**src/svgss_consts.svh**
```systemverilog
`ifndef SVGSS_CONSTS_SVH
`define SVGSS_CONSTS_SVH

`define SVGSS_IDX_RST 7'h00
`define SVGSS_IDX_MAX 7'h40
`define SVGSS_IDX_OFF_MAX 7'h04
`define SVGSS_IDX_ON_MAX 7'h30
`define SVGSS_MODE_OFF 2'h0
`define SVGSS_MODE_RUN 2'h1
`define SVGSS_SETUP_PIP 1'b0
`define SVGSS_SETUP_SW 1'b1
`define SVGSS_COND_FIX2 4'h1
`define SVGSS_COND_EXT 4'h2
`define SVGSS_COND_TVAR 4'h3
`define SVGSS_COND_FIX2B 4'h4
`define SVGSS_COND_SPEED 4'h5
`define SVGSS_TLIM_PI_FIX 2'h3
`define SVGSS_SAVE_PERIOD_MIN 30
`define SVGSS_CLK_PERIOD_NS 100
`define SVGSS_SAVE_CYCLES (35'(`SVGSS_SAVE_PERIOD_MIN) * 35'd60 \
    * (35'd1000000000 / 35'(`SVGSS_CLK_PERIOD_NS)))
`define SVGSS_CNT_ONE 35'h000000001
`define SVGSS_CNT_ZERO 35'h000000000

`endif

```
**src/svgss_pkg.sv**
```systemverilog
package svgss_pkg;

    typedef enum logic [0:0] {
        SVGSS_ST_BOOT = 1'b0,
        SVGSS_ST_RUN = 1'b1
    } svgss_state_e;

    typedef struct packed {
        logic gain_setup;
        logic [3:0] cond;
        logic [1:0] tlim;
    } svgss_gain_cfg_s;

    typedef struct packed {
        logic [15:0] level;
        logic [15:0] hyst;
    } svgss_level_s;

endpackage

```
**src/svgss_top.sv**
```systemverilog
`timescale 1ns/1ns
`include "svgss_consts.svh"
module svgss_top import svgss_pkg::*; #(
    parameter logic [34:0] SAVE_CYCLES = `SVGSS_SAVE_CYCLES
) (
    input wire logic SYS_CLK, // drive clock
    input wire logic RST_N, // synchronous reset
    input wire logic [1:0] ADAPT_FILTER_MODE, // adaptive filter mode
    input wire logic FILTER_ENABLE_CONFIG, // enable for index 49..64
    input wire logic ADAPT_UPD_VALID, // adaptive action new index
    input wire logic [6:0] ADAPT_UPD_INDEX, // index from adaptive action
    input wire logic IDX_WR_EN, // host write of the index
    input wire logic [6:0] IDX_WR_DATA, // host index value
    input wire logic [6:0] NVM_STORED_INDEX, // index held in nvm
    input wire logic GAIN_SETUP_SELECT, // 0 PI/P, 1 gain sets
    input wire logic [3:0] GAIN_SWITCH_CONDITION, // condition 0..10
    input wire logic [1:0] TORQUE_LIMIT_SELECT, // torque limit select
    input wire logic GAIN_IN_N, // pin, low = tied to common return
    input wire logic [15:0] TORQUE_VARIATION, // torque command variation
    input wire logic [15:0] COMMAND_SPEED, // command speed magnitude
    input wire logic [15:0] SWITCH_LEVEL, // switching level
    input wire logic [15:0] SWITCH_HYSTERESIS, // switching hysteresis
    output logic [6:0] ADAPT_FREQ_INDEX, // current frequency index
    output logic FILTER_ACTIVE, // adaptive filter enabled
    output logic VEL_P_ACTION, // 1 = P action, 0 = PI
    output logic GAIN2_SELECT, // 1 = second gain set
    output logic NVM_WR_STB, // one-cycle save strobe
    output logic [6:0] NVM_WR_DATA // index to save
);

    svgss_state_e state_r;
    svgss_gain_cfg_s cfg;
    svgss_level_s lvl;
    logic [6:0] idx_r;
    logic adapt_on;
    logic [34:0] save_cnt_r;
    logic gain_s1_r, gain_s2_r, gain_s3_r;
    logic gain_in_r;
    logic tvar_hi_r, spd_hi_r;
    logic gain2_nxt, p_nxt, filt_nxt;

    assign cfg = '{gain_setup: GAIN_SETUP_SELECT,
                   cond: GAIN_SWITCH_CONDITION,
                   tlim: TORQUE_LIMIT_SELECT};
    assign lvl = '{level: SWITCH_LEVEL, hyst: SWITCH_HYSTERESIS};
    assign adapt_on = (ADAPT_FILTER_MODE != `SVGSS_MODE_OFF);

    function automatic logic [6:0] clamp_idx(input logic [6:0] v);
        clamp_idx = (v > `SVGSS_IDX_MAX) ? `SVGSS_IDX_MAX : v;
    endfunction

    // hysteresis comparator: above level+hyst sets, below level-hyst clears
    function automatic logic hyst_cmp(input logic cur,
                                      input logic [15:0] val,
                                      input svgss_level_s l);
        logic [16:0] hi;
        logic [16:0] lo;
        hi = {1'b0, l.level} + {1'b0, l.hyst};
        lo = (l.hyst > l.level) ? 17'h00000 : {1'b0, l.level - l.hyst};
        if ({1'b0, val} > hi) begin
            hyst_cmp = 1'b1;
        end else if ({1'b0, val} < lo) begin
            hyst_cmp = 1'b0;
        end else begin
            hyst_cmp = cur;
        end
    endfunction

    // boot step: one cycle after reset release to fetch the stored index
    always_ff @(posedge SYS_CLK) begin
        if (!RST_N) begin
            state_r <= SVGSS_ST_BOOT;
        end else begin
            state_r <= SVGSS_ST_RUN;
        end
    end

    always_ff @(posedge SYS_CLK) begin
        if (!RST_N) begin
            idx_r <= `SVGSS_IDX_RST;
        end else begin
            case (state_r)
                SVGSS_ST_BOOT: begin
                    if (adapt_on) begin
                        idx_r <= clamp_idx(NVM_STORED_INDEX);
                    end
                end
                SVGSS_ST_RUN: begin
                    if (adapt_on) begin
                        // mode 2 holds the index; host writes dropped
                        if (ADAPT_FILTER_MODE == `SVGSS_MODE_RUN
                                && ADAPT_UPD_VALID) begin
                            idx_r <= clamp_idx(ADAPT_UPD_INDEX);
                        end
                    end else if (IDX_WR_EN) begin
                        idx_r <= clamp_idx(IDX_WR_DATA);
                    end
                end
                default: begin
                    idx_r <= idx_r;
                end
            endcase
        end
    end

    always_comb begin
        if (idx_r <= `SVGSS_IDX_OFF_MAX) begin
            filt_nxt = 1'b0;
        end else if (idx_r <= `SVGSS_IDX_ON_MAX) begin
            filt_nxt = 1'b1;
        end else begin
            filt_nxt = FILTER_ENABLE_CONFIG;
        end
    end

    always_ff @(posedge SYS_CLK) begin
        if (!RST_N) begin
            FILTER_ACTIVE <= 1'b0;
        end else begin
            FILTER_ACTIVE <= filt_nxt;
        end
    end

    // periodic save; timer restarts whenever adaption is switched off
    always_ff @(posedge SYS_CLK) begin
        if (!RST_N) begin
            save_cnt_r <= `SVGSS_CNT_ZERO;
            NVM_WR_STB <= 1'b0;
            NVM_WR_DATA <= `SVGSS_IDX_RST;
        end else begin
            NVM_WR_STB <= 1'b0;
            if (!adapt_on || state_r == SVGSS_ST_BOOT) begin
                save_cnt_r <= `SVGSS_CNT_ZERO;
            end else if (save_cnt_r >= SAVE_CYCLES - `SVGSS_CNT_ONE) begin
                save_cnt_r <= `SVGSS_CNT_ZERO;
                NVM_WR_STB <= 1'b1;
                NVM_WR_DATA <= idx_r;
            end else begin
                save_cnt_r <= save_cnt_r + `SVGSS_CNT_ONE;
            end
        end
    end

    // pin synchroniser; level taken once stages two and three agree
    always_ff @(posedge SYS_CLK) begin
        if (!RST_N) begin
            gain_s1_r <= 1'b1;
            gain_s2_r <= 1'b1;
            gain_s3_r <= 1'b1;
            gain_in_r <= 1'b0;
        end else begin
            gain_s1_r <= GAIN_IN_N;
            gain_s2_r <= gain_s1_r;
            gain_s3_r <= gain_s2_r;
            if (gain_s2_r == gain_s3_r) begin
                gain_in_r <= ~gain_s3_r;
            end
        end
    end

    always_ff @(posedge SYS_CLK) begin
        if (!RST_N) begin
            tvar_hi_r <= 1'b0;
            spd_hi_r <= 1'b0;
        end else begin
            tvar_hi_r <= hyst_cmp(tvar_hi_r, TORQUE_VARIATION, lvl);
            spd_hi_r <= hyst_cmp(spd_hi_r, COMMAND_SPEED, lvl);
        end
    end

    always_comb begin
        p_nxt = 1'b0;
        gain2_nxt = 1'b0;
        if (cfg.gain_setup == `SVGSS_SETUP_PIP) begin
            if (cfg.tlim != `SVGSS_TLIM_PI_FIX) begin
                p_nxt = gain_in_r;
            end
        end else begin
            case (cfg.cond)
                `SVGSS_COND_FIX2: gain2_nxt = 1'b1;
                `SVGSS_COND_FIX2B: gain2_nxt = 1'b1;
                `SVGSS_COND_EXT: begin
                    gain2_nxt = gain_in_r
                        && (cfg.tlim != `SVGSS_TLIM_PI_FIX);
                end
                `SVGSS_COND_TVAR: gain2_nxt = tvar_hi_r;
                `SVGSS_COND_SPEED: gain2_nxt = spd_hi_r;
                default: gain2_nxt = 1'b0;
            endcase
        end
    end

    always_ff @(posedge SYS_CLK) begin
        if (!RST_N) begin
            VEL_P_ACTION <= 1'b0;
            GAIN2_SELECT <= 1'b0;
        end else begin
            VEL_P_ACTION <= p_nxt;
            GAIN2_SELECT <= gain2_nxt;
        end
    end

    assign ADAPT_FREQ_INDEX = idx_r;

    a_idx_range: assert property (@(posedge SYS_CLK)
        disable iff (!RST_N)
        ADAPT_FREQ_INDEX <= `SVGSS_IDX_MAX)
        else $error("index above 64");

    a_filter_off: assert property (@(posedge SYS_CLK)
        disable iff (!RST_N)
        (idx_r <= `SVGSS_IDX_OFF_MAX) |=> !FILTER_ACTIVE)
        else $error("filter active for low index");

    a_filter_on: assert property (@(posedge SYS_CLK)
        disable iff (!RST_N)
        (idx_r > `SVGSS_IDX_OFF_MAX && idx_r <= `SVGSS_IDX_ON_MAX)
        |=> FILTER_ACTIVE)
        else $error("filter inactive for mid index");

    a_idx_locked: assert property (@(posedge SYS_CLK)
        disable iff (!RST_N)
        (state_r == SVGSS_ST_RUN && adapt_on
            && !(ADAPT_UPD_VALID && ADAPT_FILTER_MODE == `SVGSS_MODE_RUN))
        |=> $stable(idx_r))
        else $error("index changed while adaption owns it");

    a_save_data: assert property (@(posedge SYS_CLK)
        disable iff (!RST_N)
        NVM_WR_STB |-> (NVM_WR_DATA == $past(idx_r) && $past(adapt_on)))
        else $error("save strobe with wrong data");

    a_boot_load: assert property (@(posedge SYS_CLK)
        disable iff (!RST_N)
        (state_r == SVGSS_ST_BOOT && adapt_on)
        |=> idx_r == clamp_idx($past(NVM_STORED_INDEX)))
        else $error("stored index not loaded");

    a_pi_fixed: assert property (@(posedge SYS_CLK)
        disable iff (!RST_N)
        (!cfg.gain_setup && cfg.tlim == `SVGSS_TLIM_PI_FIX) |=> !VEL_P_ACTION)
        else $error("P action with torque select 3");

    a_p_action: assert property (@(posedge SYS_CLK)
        disable iff (!RST_N)
        (!cfg.gain_setup && cfg.tlim != `SVGSS_TLIM_PI_FIX)
        |=> VEL_P_ACTION == $past(gain_in_r))
        else $error("velocity action does not follow input");

    a_ext_gain: assert property (@(posedge SYS_CLK)
        disable iff (!RST_N)
        (cfg.gain_setup && cfg.cond == `SVGSS_COND_EXT)
        |=> GAIN2_SELECT == ($past(gain_in_r)
            && $past(cfg.tlim) != `SVGSS_TLIM_PI_FIX))
        else $error("external gain switching wrong");

    a_speed_hyst: assert property (@(posedge SYS_CLK)
        disable iff (!RST_N)
        (spd_hi_r && {1'b0, COMMAND_SPEED} >= {1'b0, SWITCH_LEVEL})
        |=> spd_hi_r)
        else $error("speed selection dropped inside band");
endmodule // svgss_top

```
**config.mk**
```make
export PLATFORM = sky130hd
export DESIGN_NAME = svgss_top
export DESIGN_NICKNAME = d
export VERILOG_FILES = /design/src/svgss_pkg.sv /design/src/svgss_top.sv
export VERILOG_INCLUDE_DIRS = /design/src
export SDC_FILE = /design/constraint.sdc
export NUM_CORES = 1
export LEC_CHECK = 0
export BUFFER_PORTS_ARGS = -buffer_cell sky130_fd_sc_hd__buf_2
export CAP_MARGIN = 0
export CORE_ASPECT_RATIO = 0.6
export CORE_MARGIN = 4
export CORE_UTILIZATION = 45
export DETAILED_ROUTE_END_ITERATION = 12
export HOLD_SLACK_MARGIN = 0.03
export PLACE_DENSITY = 0.76
export SYNTH_ARGS = -nofsm -noshare
export SYNTH_HDL_FRONTEND = slang
export SYNTH_SLANG_ARGS = --single-unit
```
**constraint.sdc**
```tcl
create_clock -name SYS_CLK -period 5.7 [get_ports SYS_CLK]
set_clock_uncertainty 0.15 [all_clocks]
set_input_delay 0.57 -clock SYS_CLK [delete_from_list [all_inputs] [get_ports SYS_CLK]]
set_output_delay 0.57 -clock SYS_CLK [all_outputs]
set_load 0.01 [all_outputs]
```
==> results of run 1 <==
-- cells in the final DEF (no fill, tap or decap), drive strengths merged, types with 6 or more instances in the layout --
cell and instances:
nand2b 14, xnor2 32, nand2 56, nor2b 9
a31oi 6, buf 118, nand3 22, clkbuf 9
or3 6, a211oi 11, ha 95, and3 10
nor3 16, nand4 18, o21a 6, xor2 23
inv 38, mux2i 9, dfxtp 60, a21o 17
o21ai 23, a21oi 35, nor2 86
-- per-layer routing --
layer | track usage | vias to the layer above | routed length [µm]
li1 | - | 2685 | -
met1 | 0.321 | 2391 | 7980
met2 | 0.277 | 241 | 5500
met3 | 0.0943 | 18 | 2010
met4 | 0.0434 | 0 | 208
met5 | 0 | - | 0
-- through the flow --
| stage | cell area, µm² | hold slack [ns] |
|---|---|---|
| 6_report | 6740 | 0.259 |
| 5_1_grt | 6740 | 0.255 |
| 4_1_cts | 6740 | 0.250 |
| 3_5_place_dp | 6440 | 0.265 |
| 3_3_place_gp | 6440 | 0.262 |
| 2_1_floorplan | 5780 | 0.236 |
-- power by group through the flow --
stage          Clock (mW)  Combinational [mW]  Sequential, mW
6_report            0.540               0.532           0.443
5_1_grt             0.571               0.592           0.444
4_1_cts             0.548               0.517           0.442
3_5_place_dp            0               0.513           0.451
3_3_place_gp            0               0.507           0.451
2_1_floorplan           0               0.353           0.450
-- area by class of cell --
class	count	area (µm²)
clock inverters	7	77.6
inverters	38	143
multi-input cells	565	4300
fillers	1144	5550
flip-flops and latches	60	1200
well taps	165	206
clock buffers	9	225
repair buffers	118	593
-- worst register-to-register path, cell delays in order (launching register included) --
cell and delay (ns):
dfxtp_1 0.37, nor4_1 0.50, a21oi_1 0.14, o21ai_0 0.20
a211oi_1 0.08, o21ai_1 0.23, a21o_2 0.48, buf_4 0.60
nor2_1 0.12
-- cell families (layout without fill, tap and decap cells) --
| group | Yosys count | in the layout | synth area share |
|---|---|---|---|
| XOR/XNOR | 55 | 55 | 0.0833 |
| adder cells (fa/ha/maj) | 97 | 97 | 0.213 |
| buffers and inverters | 57 | 172 | 0.0496 |
| AND/OR/NAND/NOR | 257 | 257 | 0.255 |
| AO/OA/AOI/OAI | 147 | 147 | 0.177 |
| flip-flops | 60 | 60 | 0.208 |
| multiplexers | 9 | 9 | 0.0156 |
-- synthesized netlist by cell type, types with 8 or more instances --
cell type   n  area share
a211oi_1   11       0.014
a21o_1     17       0.022
a21oi_1    35       0.030
and3_1      9      0.0097
clkbuf_1    8      0.0052
dfxtp_1    60        0.21
ha_1       95        0.21
inv_1      37       0.024
mux2i_1     9       0.016
nand2_1    56       0.036
nand2b_1   14       0.015
nand3_1    21       0.018
nand4_1    17       0.018
nor2_1     56       0.036
nor2_4     28       0.055
nor2b_1     9      0.0097
nor3_1     15       0.013
o21ai_0    20       0.017
xnor2_1    32       0.048
xor2_1     23       0.035
-- path summary, 6_finish.rpt --
kind / startpoint / endpoint / slack (ns) / depth (start not counted)
setup / recovery: SWITCH_LEVEL[0] / tvar_hi_r / 1.35 / 17
hold / removal: GAIN_SWITCH_CONDITION[3] / GAIN2_SELECT / 0.26 / 2
setup reg to reg: save_cnt_r[18] / save_cnt_r[4] / 2.69 / 8
hold reg to reg: gain_s1_r / gain_s2_r / 0.29 / 1
==> out/results.txt, run 1 <==
Core area = 12300 µm²
DP Worst Slack = 1.12 ns
IO Count = 118
Htree depth = 3
Peak VDD IR = 0.000129 V
Vias/cell = 5.55
Largest net degree at the start of global routing = 26
Final WL = 15700 µm
Fmax achieved = 230 MHz
CTS tree = done
Post-synthesis sequential element count = 60
Period utilization = 0.763
Final setup margin = 1.35 ns
Clock power frac = 0.356
Net Count, Synth = 879
Die W = 154 µm
Nets@finish = 989
Leak pwr = 2.95 nW
Biggest regs = save_cnt_r x35, ADAPT_FREQ_INDEX x7, NVM_WR_DATA x7
Slew HR = 0.127
Least-Margin Pin Slew = 1.29 ns
Clock transition at path regs = 0.06 ns
Sequential-to-total area share from yosys stat = 0.208
Crit-path slowest cell = a31o_2
Syn-to-layout area delta = 16.6%
Max Slew Vio Count = 0
Sw Share = 0.346
Fin. Hold Viols = 0
DR pass1 iterations = 6
Sum of buffers and inverters on the critical path = 2
Average size of a mapped cell = 8.48 µm²
CP max FO = 16
Critical path's largest stage delay = 0.41 ns
Critical Setup Path Class = input pin to flop
DRC = 0
Number of cells upsized or downsized after cts = 0
P per Cell Area = 225 nW/µm²
Fin cells = 962
HP Class = input pin to flop
Critical Path AT = 4.41 ns
CTS max path bufs = 2
Final RePlAce weighted congestion = 0.938
Grt total ovfl = 0
Finish-stage setup viols = 0
Final core occ = 0.548
Sequential Power Share = 0.292
Crit start category = input pin
Hold buffers post-CTS = 0
Wire length per cell = 16.3 µm
PortBufs = 117
Post-synth EDFFs = 0
Asr flop ratio synth = 0
Setup TNS = 0 ns
Cells along the critical path = buf_2 > inv_1 > ha_1 > fa_1 > nand2b_1 > a21oi_1 > o311ai_2 > a21oi_1 > a31o_2 > nand3_1 > ha_1 > a21o_1 > a21o_1 > a211oi_1 > nand2_1 > nor4b_1 > o22ai_1
Post-Syn Area = 5780 µm²
Warnings, synthesis = 0
Crit-path leading delay family = compound AO/OA/AOI/OAI gates
Vias post-DR = 5335
CTS root buf = clkbuf_16
Max_cap viols = 0
Synth cell types = 68
RSZ-0062 raised after global routing = no
Worst skew pair latency = 0.33 ns
Site Rows = 31
Total placed cells including tap cells = 946
Post-CTS Setup Bufs = 0
DPL Wire Length = 13100 µm
Crit. End Element = flop
Detail Route Antenna Nets = 0
GRT Overall Usage = 0.215
TritonCTS buffer count = 9
Fin crit period = 4.35 ns
Synth Instances = 682
N_diodes = 0
First-pass GRT wire length = 25600 µm
Share of cells above drive strength 1 = 0.221
Biggest register = save_cnt_r
Clock Sinks = 60
Comb pwr share = 0.351
Required time of the critical path = 5.76 ns
Run status = finished clean
Sw Pwr = 0.525 mW
Initial Util = 0.470
Initial DRC Count = 412
Antenna violations before repair = 0
Die H = 95.8 µm
Total power = 1.52 mW
Die ar. = 14800 µm²
P_int = 0.990 mW
Vias in the first global route = 5092
Synth Flop Type = dfxtp_1
Max FFs per register = 35
No activity file was read; power rests on OpenSTA's default activity.
==> run 2: changes to the inputs <==
ABC_AREA = 1   (was default)
PLACE_DENSITY = 0.75   (was 0.76)
clock period = 4.5 ns   (was 5.7 ns; I/O delays follow)
==> out/results.txt, run 2 <==
Syn-to-layout area delta = 17.5%
Final Instance Area = 7170 µm² (+6.3%)
Post-synthesis mux area share = 0 (-0.0156)
Yosys top cell by area = dfxtp_1
Crit-path slowest cell = fa_1
PortBufs = 117 (unchanged)
Grt total ovfl = 0 (unchanged)
Critical path's largest stage delay = 0.40 ns (about the same)
P_int = 1.34 mW (+36%)
Biggest register = save_cnt_r
RSZ-0062 raised after global routing = no
Least-Margin Pin Slew = 0.582 ns (-0.709 ns)
Crit. End Element = flop
Sequential Power Share = 0.276 (-0.016)
Site Rows = 32 (+3.2%)
Cells along the critical path = buf_2 > inv_1 > ha_1 > fa_1 > inv_1 > nand2_1 > nand2_1 > nand3_1 > nand2_1 > inv_1 > o21ai_0 > a31oi_1 > or2_2 > nand3_1 > ha_1 > a21o_1 > a221oi_1 > nand2_1 > a31o_2 > nand2_1 > a21oi_1
Fin cells = 1173 (+22%)
Crit start category = input pin
Largest family of logic cells by synthesized area = simple AND/OR/NAND/NOR gates
Wire length per cell = 14.9 µm (-8.7%)
Total placed cells including tap cells = 1157 (+22%)
Top cell type's share of synthesized area = 0.197 (-0.0109)
Most frequent cell after synthesis = nand2_1
Post-CTS Setup Bufs = 0 (unchanged)
Hold buffers post-CTS = 0 (unchanged)
Fin. Hold Viols = 0 (unchanged)
Htree depth = 3 (unchanged)
Antenna violations before repair = 0 (unchanged)
Period utilization = 0.819
N_diodes = 0 (unchanged)
Final RePlAce weighted congestion = 0.974 (+3.8%)
Critical Path AT = 3.72 ns (-0.69 ns)
Required time of the critical path = 4.54 ns (-1.22 ns)
Largest net degree at the start of global routing = 36 (+38%)
Clock power frac = 0.389 (+0.033)
Vias/cell = 5.40 (-2.6%)
Crit path top cell by count = nand2_1
Average size of a mapped cell = 6.90 µm² (-19%)
DPL Wire Length = 14500 µm (+10%)
Finish-stage setup viols = 0 (unchanged)
Sw Share = 0.337 (-0.00958)
DR pass1 iterations = 6 (unchanged)
Final core occ = 0.549 (+0.000986)
Biggest regs = save_cnt_r x35, ADAPT_FREQ_INDEX x7, NVM_WR_DATA x7
Synth cell types = 58 (-15%)
Clock Sinks = 60 (unchanged)
Adder-cell area share of the yosys netlist = 0.201 (-0.0112)
Asr flop ratio synth = 0 (unchanged)
Post-synthesis sequential element count = 60 (unchanged)
Die ar. = 15500 µm² (+5.2%)
Commonest non-fill, non-tap cell in the layout = nand2_1
IO Count = 118 (unchanged)
CTS root buf = clkbuf_16
Sum of buffers and inverters on the critical path = 4 (+2)
Commonest cells post-synth = nand2_1 (168), inv_1 (100), ha_1 (95), nor2_1 (85), a21oi_1 (75)
Largest cells by area after synthesis = dfxtp_1 (20%), ha_1 (19%), nand2_1 (10%)
Net Count, Synth = 1081 (+23%)
Clock transition at path regs = 0.05 ns (about the same)
DP Worst Slack = 0.553 ns (-0.567 ns)
Worst skew pair latency = 0.33 ns (about the same)
TritonCTS buffer count = 9 (unchanged)
Final WL = 17500 µm (+11%)
Final setup margin = 0.817 ns (-0.533 ns)
Post-Syn Area = 6100 µm² (+5.5%)
Vias post-DR = 6335 (+19%)
Run status = finished clean
Warnings, synthesis = 0 (unchanged)
Synth Instances = 884 (+30%)
Slew HR = 0.612 (+0.485)
Post-synth EDFFs = 0 (unchanged)
Xor/xnor share of the synthesized area = 0.0416 (-0.0417)
Metal3 WL = 2120 µm (+5.4%)
Detail Route Antenna Nets = 0 (unchanged)
HP Class = input pin to flop
Initial DRC Count = 668 (+62%)
Nets@finish = 1195 (+21%)
Simple-gate share of the synthesized area = 0.331 (+0.0766)
Sequential-to-total area share from yosys stat = 0.197 (-0.0109)
Die W = 158 µm (+2.6%)
WL met2 = 6340 µm (+15%)
GRT Overall Usage = 0.217 (+0.00248)
Core area = 13100 µm² (+6.2%)
Peak VDD IR = 0.000187 V (+45%)
Leak pwr = 3.48 nW (+18%)
Share of cells above drive strength 1 = 0.204 (-0.0164)
CTS tree = done
Post-Place Cell Area = 6830 µm² (+6.1%)
Fmax achieved = 271 MHz
WL met1 = 8860 µm (+11%)
Die H = 98.2 µm (+2.5%)
DRC = 0 (unchanged)
Max_cap viols = 0 (unchanged)
Comb pwr share = 0.335 (-0.016)
Top Layer Used = met4
Synth Area in Compound Gates = 0.140 (-0.0363)
Setup TNS = 0 ns (unchanged)
Initial Util = 0.468 (-0.00273)
Crit-path leading delay family = compound AO/OA/AOI/OAI gates
CTS max path bufs = 2 (unchanged)
Max FFs per register = 35 (unchanged)
First-pass GRT wire length = 27700 µm (+8.2%)
Critical Setup Path Class = input pin to flop
Most frequent cells in the layout = nand2_1 (168), buf_2 (117), inv_1 (100)
CP max FO = 4 (-12)
Vias in the first global route = 5530 (+8.6%)
P per Cell Area = 282 nW/µm² (+26%)
Fin crit period = 3.68 ns
Sw Pwr = 0.682 mW (+30%)
Max Slew Vio Count = 0 (unchanged)
Synth Flop Type = dfxtp_1
Number of cells upsized or downsized after cts = 0 (unchanged)
[run 2: cell families after synthesis]
logic type / after synthesis
buf+inv: 138
flops: 60
fa+ha+maj: 97
simple gates: 415
xor+xnor: 29
compound gates: 145
[run 2: final timing paths]
kind,startpoint,endpoint,slack (ns),depth (start not counted)
setup / recovery,SWITCH_LEVEL[0],tvar_hi_r,0.82,21
hold / removal,GAIN_SETUP_SELECT,VEL_P_ACTION,0.14,2
setup reg to reg,save_cnt_r[15],save_cnt_r[22],2.16,8
hold reg to reg,gain_s1_r,gain_s2_r,0.26,1
[run 2: metal layers]
layer	vias up	GRT usage
met5	-	0
met1	2817	0.358
met3	18	0.0589
li1	3208	-
met2	292	0.273
met4	0	0.0374
[run 2: final cells by class]
class | count | area [µm²]
Fill cell | 1262 | 5880
Multi-Input combinational cell | 686 | 4360
Sequential cell | 60 | 1200
Clock buffer | 10 | 229
Tap cell | 170 | 213
Inverter | 123 | 462
Clock inverter | 6 | 111
Timing Repair Buffer | 118 | 593
[run 2: worst register-to-register path, stage by stage, from the launching register on]
cell	delay [ns]
dfxtp_1	0.35
nor2_1	0.16
nand3_1	0.10
a21oi_1	0.19
o21ai_1	0.10
a21oi_1	0.16
nand3_2	0.19
nand3b_4	0.51
nor3b_1	0.34
[run 2: power groups by stage]
stage	sequential, mW	combinational, mW	clock [mW]
finish	0.560	0.678	0.787
floorplan	0.568	0.444	0
global placement	0.570	0.650	0
detailed placement	0.571	0.653	0
global route	0.560	0.759	0.823
CTS	0.559	0.658	0.799
[run 2: per-stage QoR]
stage	total power [mW]	hold slack (ns)
2_1_floorplan	1.01	0.243
3_3_place_gp	1.22	0.250
3_5_place_dp	1.22	0.250
4_1_cts	2.02	0.136
5_1_grt	2.14	0.146
6_report	2.02	0.144
==> run 3: changes to the inputs <==
ABC_AREA = 0   (was 1)
PLACE_DENSITY = 0.76   (was 0.75)
clock period = 3.6 ns   (was 4.5 ns; I/O delays follow)
==> out/results.txt, run 3 (synthesis results as in run 1) <==
Fmax achieved = 282 MHz
Vias post-DR = 5680 (-10%)
Max FFs per register = 35 (unchanged)
DR pass1 iterations = 8 (+2)
Share of cells above drive strength 1 = 0.324 (+0.120)
Peak VDD IR = 0.000294 V (+57%)
Vias/cell = 5.54 (+2.6%)
Critical Path AT = 3.64 ns (-0.08 ns)
Hold buffers post-CTS = 0 (unchanged)
Least-Margin Pin Slew = 0.995 ns (+0.413 ns)
HP Class = input pin to flop
Final core occ = 0.617 (+0.0678)
Initial DRC Count = 442 (-34%)
CP max FO = 6 (+2)
Crit-path leading delay family = compound AO/OA/AOI/OAI gates
Die W = 154 µm (-2.5%)
PortBufs = 117 (unchanged)
Fin cells = 1025 (-13%)
DRC = 0 (unchanged)
Filler cells = 1012 (-20%)
Final WL = 17100 µm (-2.2%)
Die ar. = 14800 µm² (-4.9%)
Worst skew pair latency = 0.33 ns (about the same)
Critical path's largest stage delay = 0.31 ns (-0.09 ns)
Biggest register = save_cnt_r
Die H = 95.8 µm (-2.4%)
Critical Setup Path Class = input pin to flop
Max Slew Vio Count = 0 (unchanged)
Crit-path slowest cell = ha_4
Wire length per cell = 16.7 µm (+12%)
Leak pwr = 3.35 nW (-3.7%)
Total placed cells including tap cells = 1003 (-13%)
Detail Route Antenna Nets = 0 (unchanged)
TritonCTS buffer count = 9 (unchanged)
Final RePlAce weighted congestion = 0.935 (-4.0%)
CTS root buf = clkbuf_16
Fin. Hold Viols = 0 (unchanged)
Max_cap viols = 0 (unchanged)
First-pass GRT wire length = 26200 µm (-5.5%)
DPL Wire Length = 13600 µm (-5.9%)
Nets@finish = 1053 (-12%)
CTS max path bufs = 2 (unchanged)
Cells along the critical path = buf_2 > inv_1 > ha_2 > nor3b_2 > nor3_1 > o22ai_2 > or2_4 > o31ai_4 > o31a_1 > xnor2_2 > ha_4 > nand4_1 > o221ai_2 > o21ai_1 > buf_4 > a311o_1 > o22ai_1
Largest net degree at the start of global routing = 27 (-25%)
Initial Util = 0.470 (+0.00273)
Footprint of the multi-input gates = 4630 µm² (+6.1%)
Reg area = 1200 µm² (unchanged)
Core area = 12300 µm² (-5.8%)
GRT Overall Usage = 0.221 (+0.00425)
Clock Sinks = 60 (unchanged)
P per Cell Area = 356 nW/µm² (+26%)
Fin crit period = 3.54 ns
N_diodes = 0 (unchanged)
Htree depth = 3 (unchanged)
Clock transition at path regs = 0.05 ns (about the same)
Slew HR = 0.337 (-0.275)
Biggest regs = save_cnt_r x35, ADAPT_FREQ_INDEX x7, NVM_WR_DATA x7
IO Count = 118 (unchanged)
Grt total ovfl = 0 (unchanged)
Finish-stage setup viols = 0 (unchanged)
Most frequent cells in the layout = buf_2 (117), ha_1 (87), buf_4 (61)
CTS tree = done
Sum of buffers and inverters on the critical path = 3 (-1)
Run status = finished clean
Site Rows = 31 (-3.1%)
Crit start category = input pin
Commonest non-fill, non-tap cell in the layout = buf_2
Period utilization = 0.984
Required time of the critical path = 3.70 ns (-0.84 ns)
RSZ-0062 raised after global routing = yes
Vias in the first global route = 5047 (-8.7%)
Antenna violations before repair = 0 (unchanged)
Crit. End Element = flop
Syn-to-layout area delta = 31.2%
[run 3: cell count changes in the layout (fill, tap and decap cells not counted), moves of 10 or more]
cell and change:
xnor2_1 +26, nand2b_1 +12, inv_1 -63, a21oi_1 -44, nand2_1 -113, inv_2 -21, nor2_4 +26, buf_4 +60
or2_2 -11, nand3_1 -46, a21o_1 +10, nor2_1 -29
[run 3: report_power, final]
group / leakage [nW] / internal (mW) / switching, mW
Clock: 0.158 / 0.637 / 0.284
Combinational: 2.70 / 0.488 / 0.587
Sequential: 0.487 / 0.684 / 0.0185
[run 3: layout make-up]
class	instances	area share
tap	165	0.0272
multi-input combinational	566	0.610
inverter	38	0.0188
sequential	60	0.158
clock inverter	4	0.00956
clock buffer	11	0.0333
timing repair buffer	181	0.143
[run 3: per-stage QoR]
step | worst slack [ns] | power, mW | hold WS [ns] | cell area (µm²) | setup TNS, ns
final | 0.0565 | 2.70 | 0.0484 | 7590 | 0
after global routing | -0.0804 | 2.84 | 0.0404 | 7590 | -0.121
after CTS | -0.0118 | 2.59 | 0.0354 | 7250 | -0.0118
after detailed placement | -0.424 | 1.64 | 0.248 | 6880 | -0.781
after global placement | -0.399 | 1.62 | 0.276 | 6880 | -0.671
after floorplan | 0.0259 | 1.27 | 0.236 | 5790 | 0
[run 3: path summary, 6_finish.rpt]
path / endpoint / cells after the start / slack, ns / start
worst min-delay path: GAIN2_SELECT / 2 / 0.05 / GAIN_SWITCH_CONDITION[3]
worst max register to register: save_cnt_r[8] / 8 / 0.91 / save_cnt_r[21]
worst min register to register: gain_s2_r / 1 / 0.28 / gain_s1_r
worst max-delay path: tvar_hi_r / 17 / 0.06 / SWITCH_HYSTERESIS[5]
[run 3: layer usage]
layer | share of wire | track usage | vias to the layer above
met2 | 0.38 | 0.288 | 252
met3 | 0.12 | 0.0701 | 16
met1 | 0.50 | 0.346 | 2599
met5 | 0 | 0 | -
met4 | 0.010 | 0.0456 | 0
li1 | - | - | 2813
[run 3: timing repair]
action | 4_1_cts | 5_1_grt
pin swaps | 5 | 29
gates cloned | 1 | 0
gates resized for setup | 5 | 53
endpoints found under the setup margin | 2 | 2
buffers inserted | 1 | 5
[run 3: worst reg2reg max path: stages, from the launching register on]
cell,delay [ns]
dfxtp_1,0.37
and3_1,0.33
nand4_1,0.15
nor4_1,0.30
a211oi_1,0.13
o21ai_1,0.22
a21o_2,0.51
buf_12,0.33
nor2_1,0.09
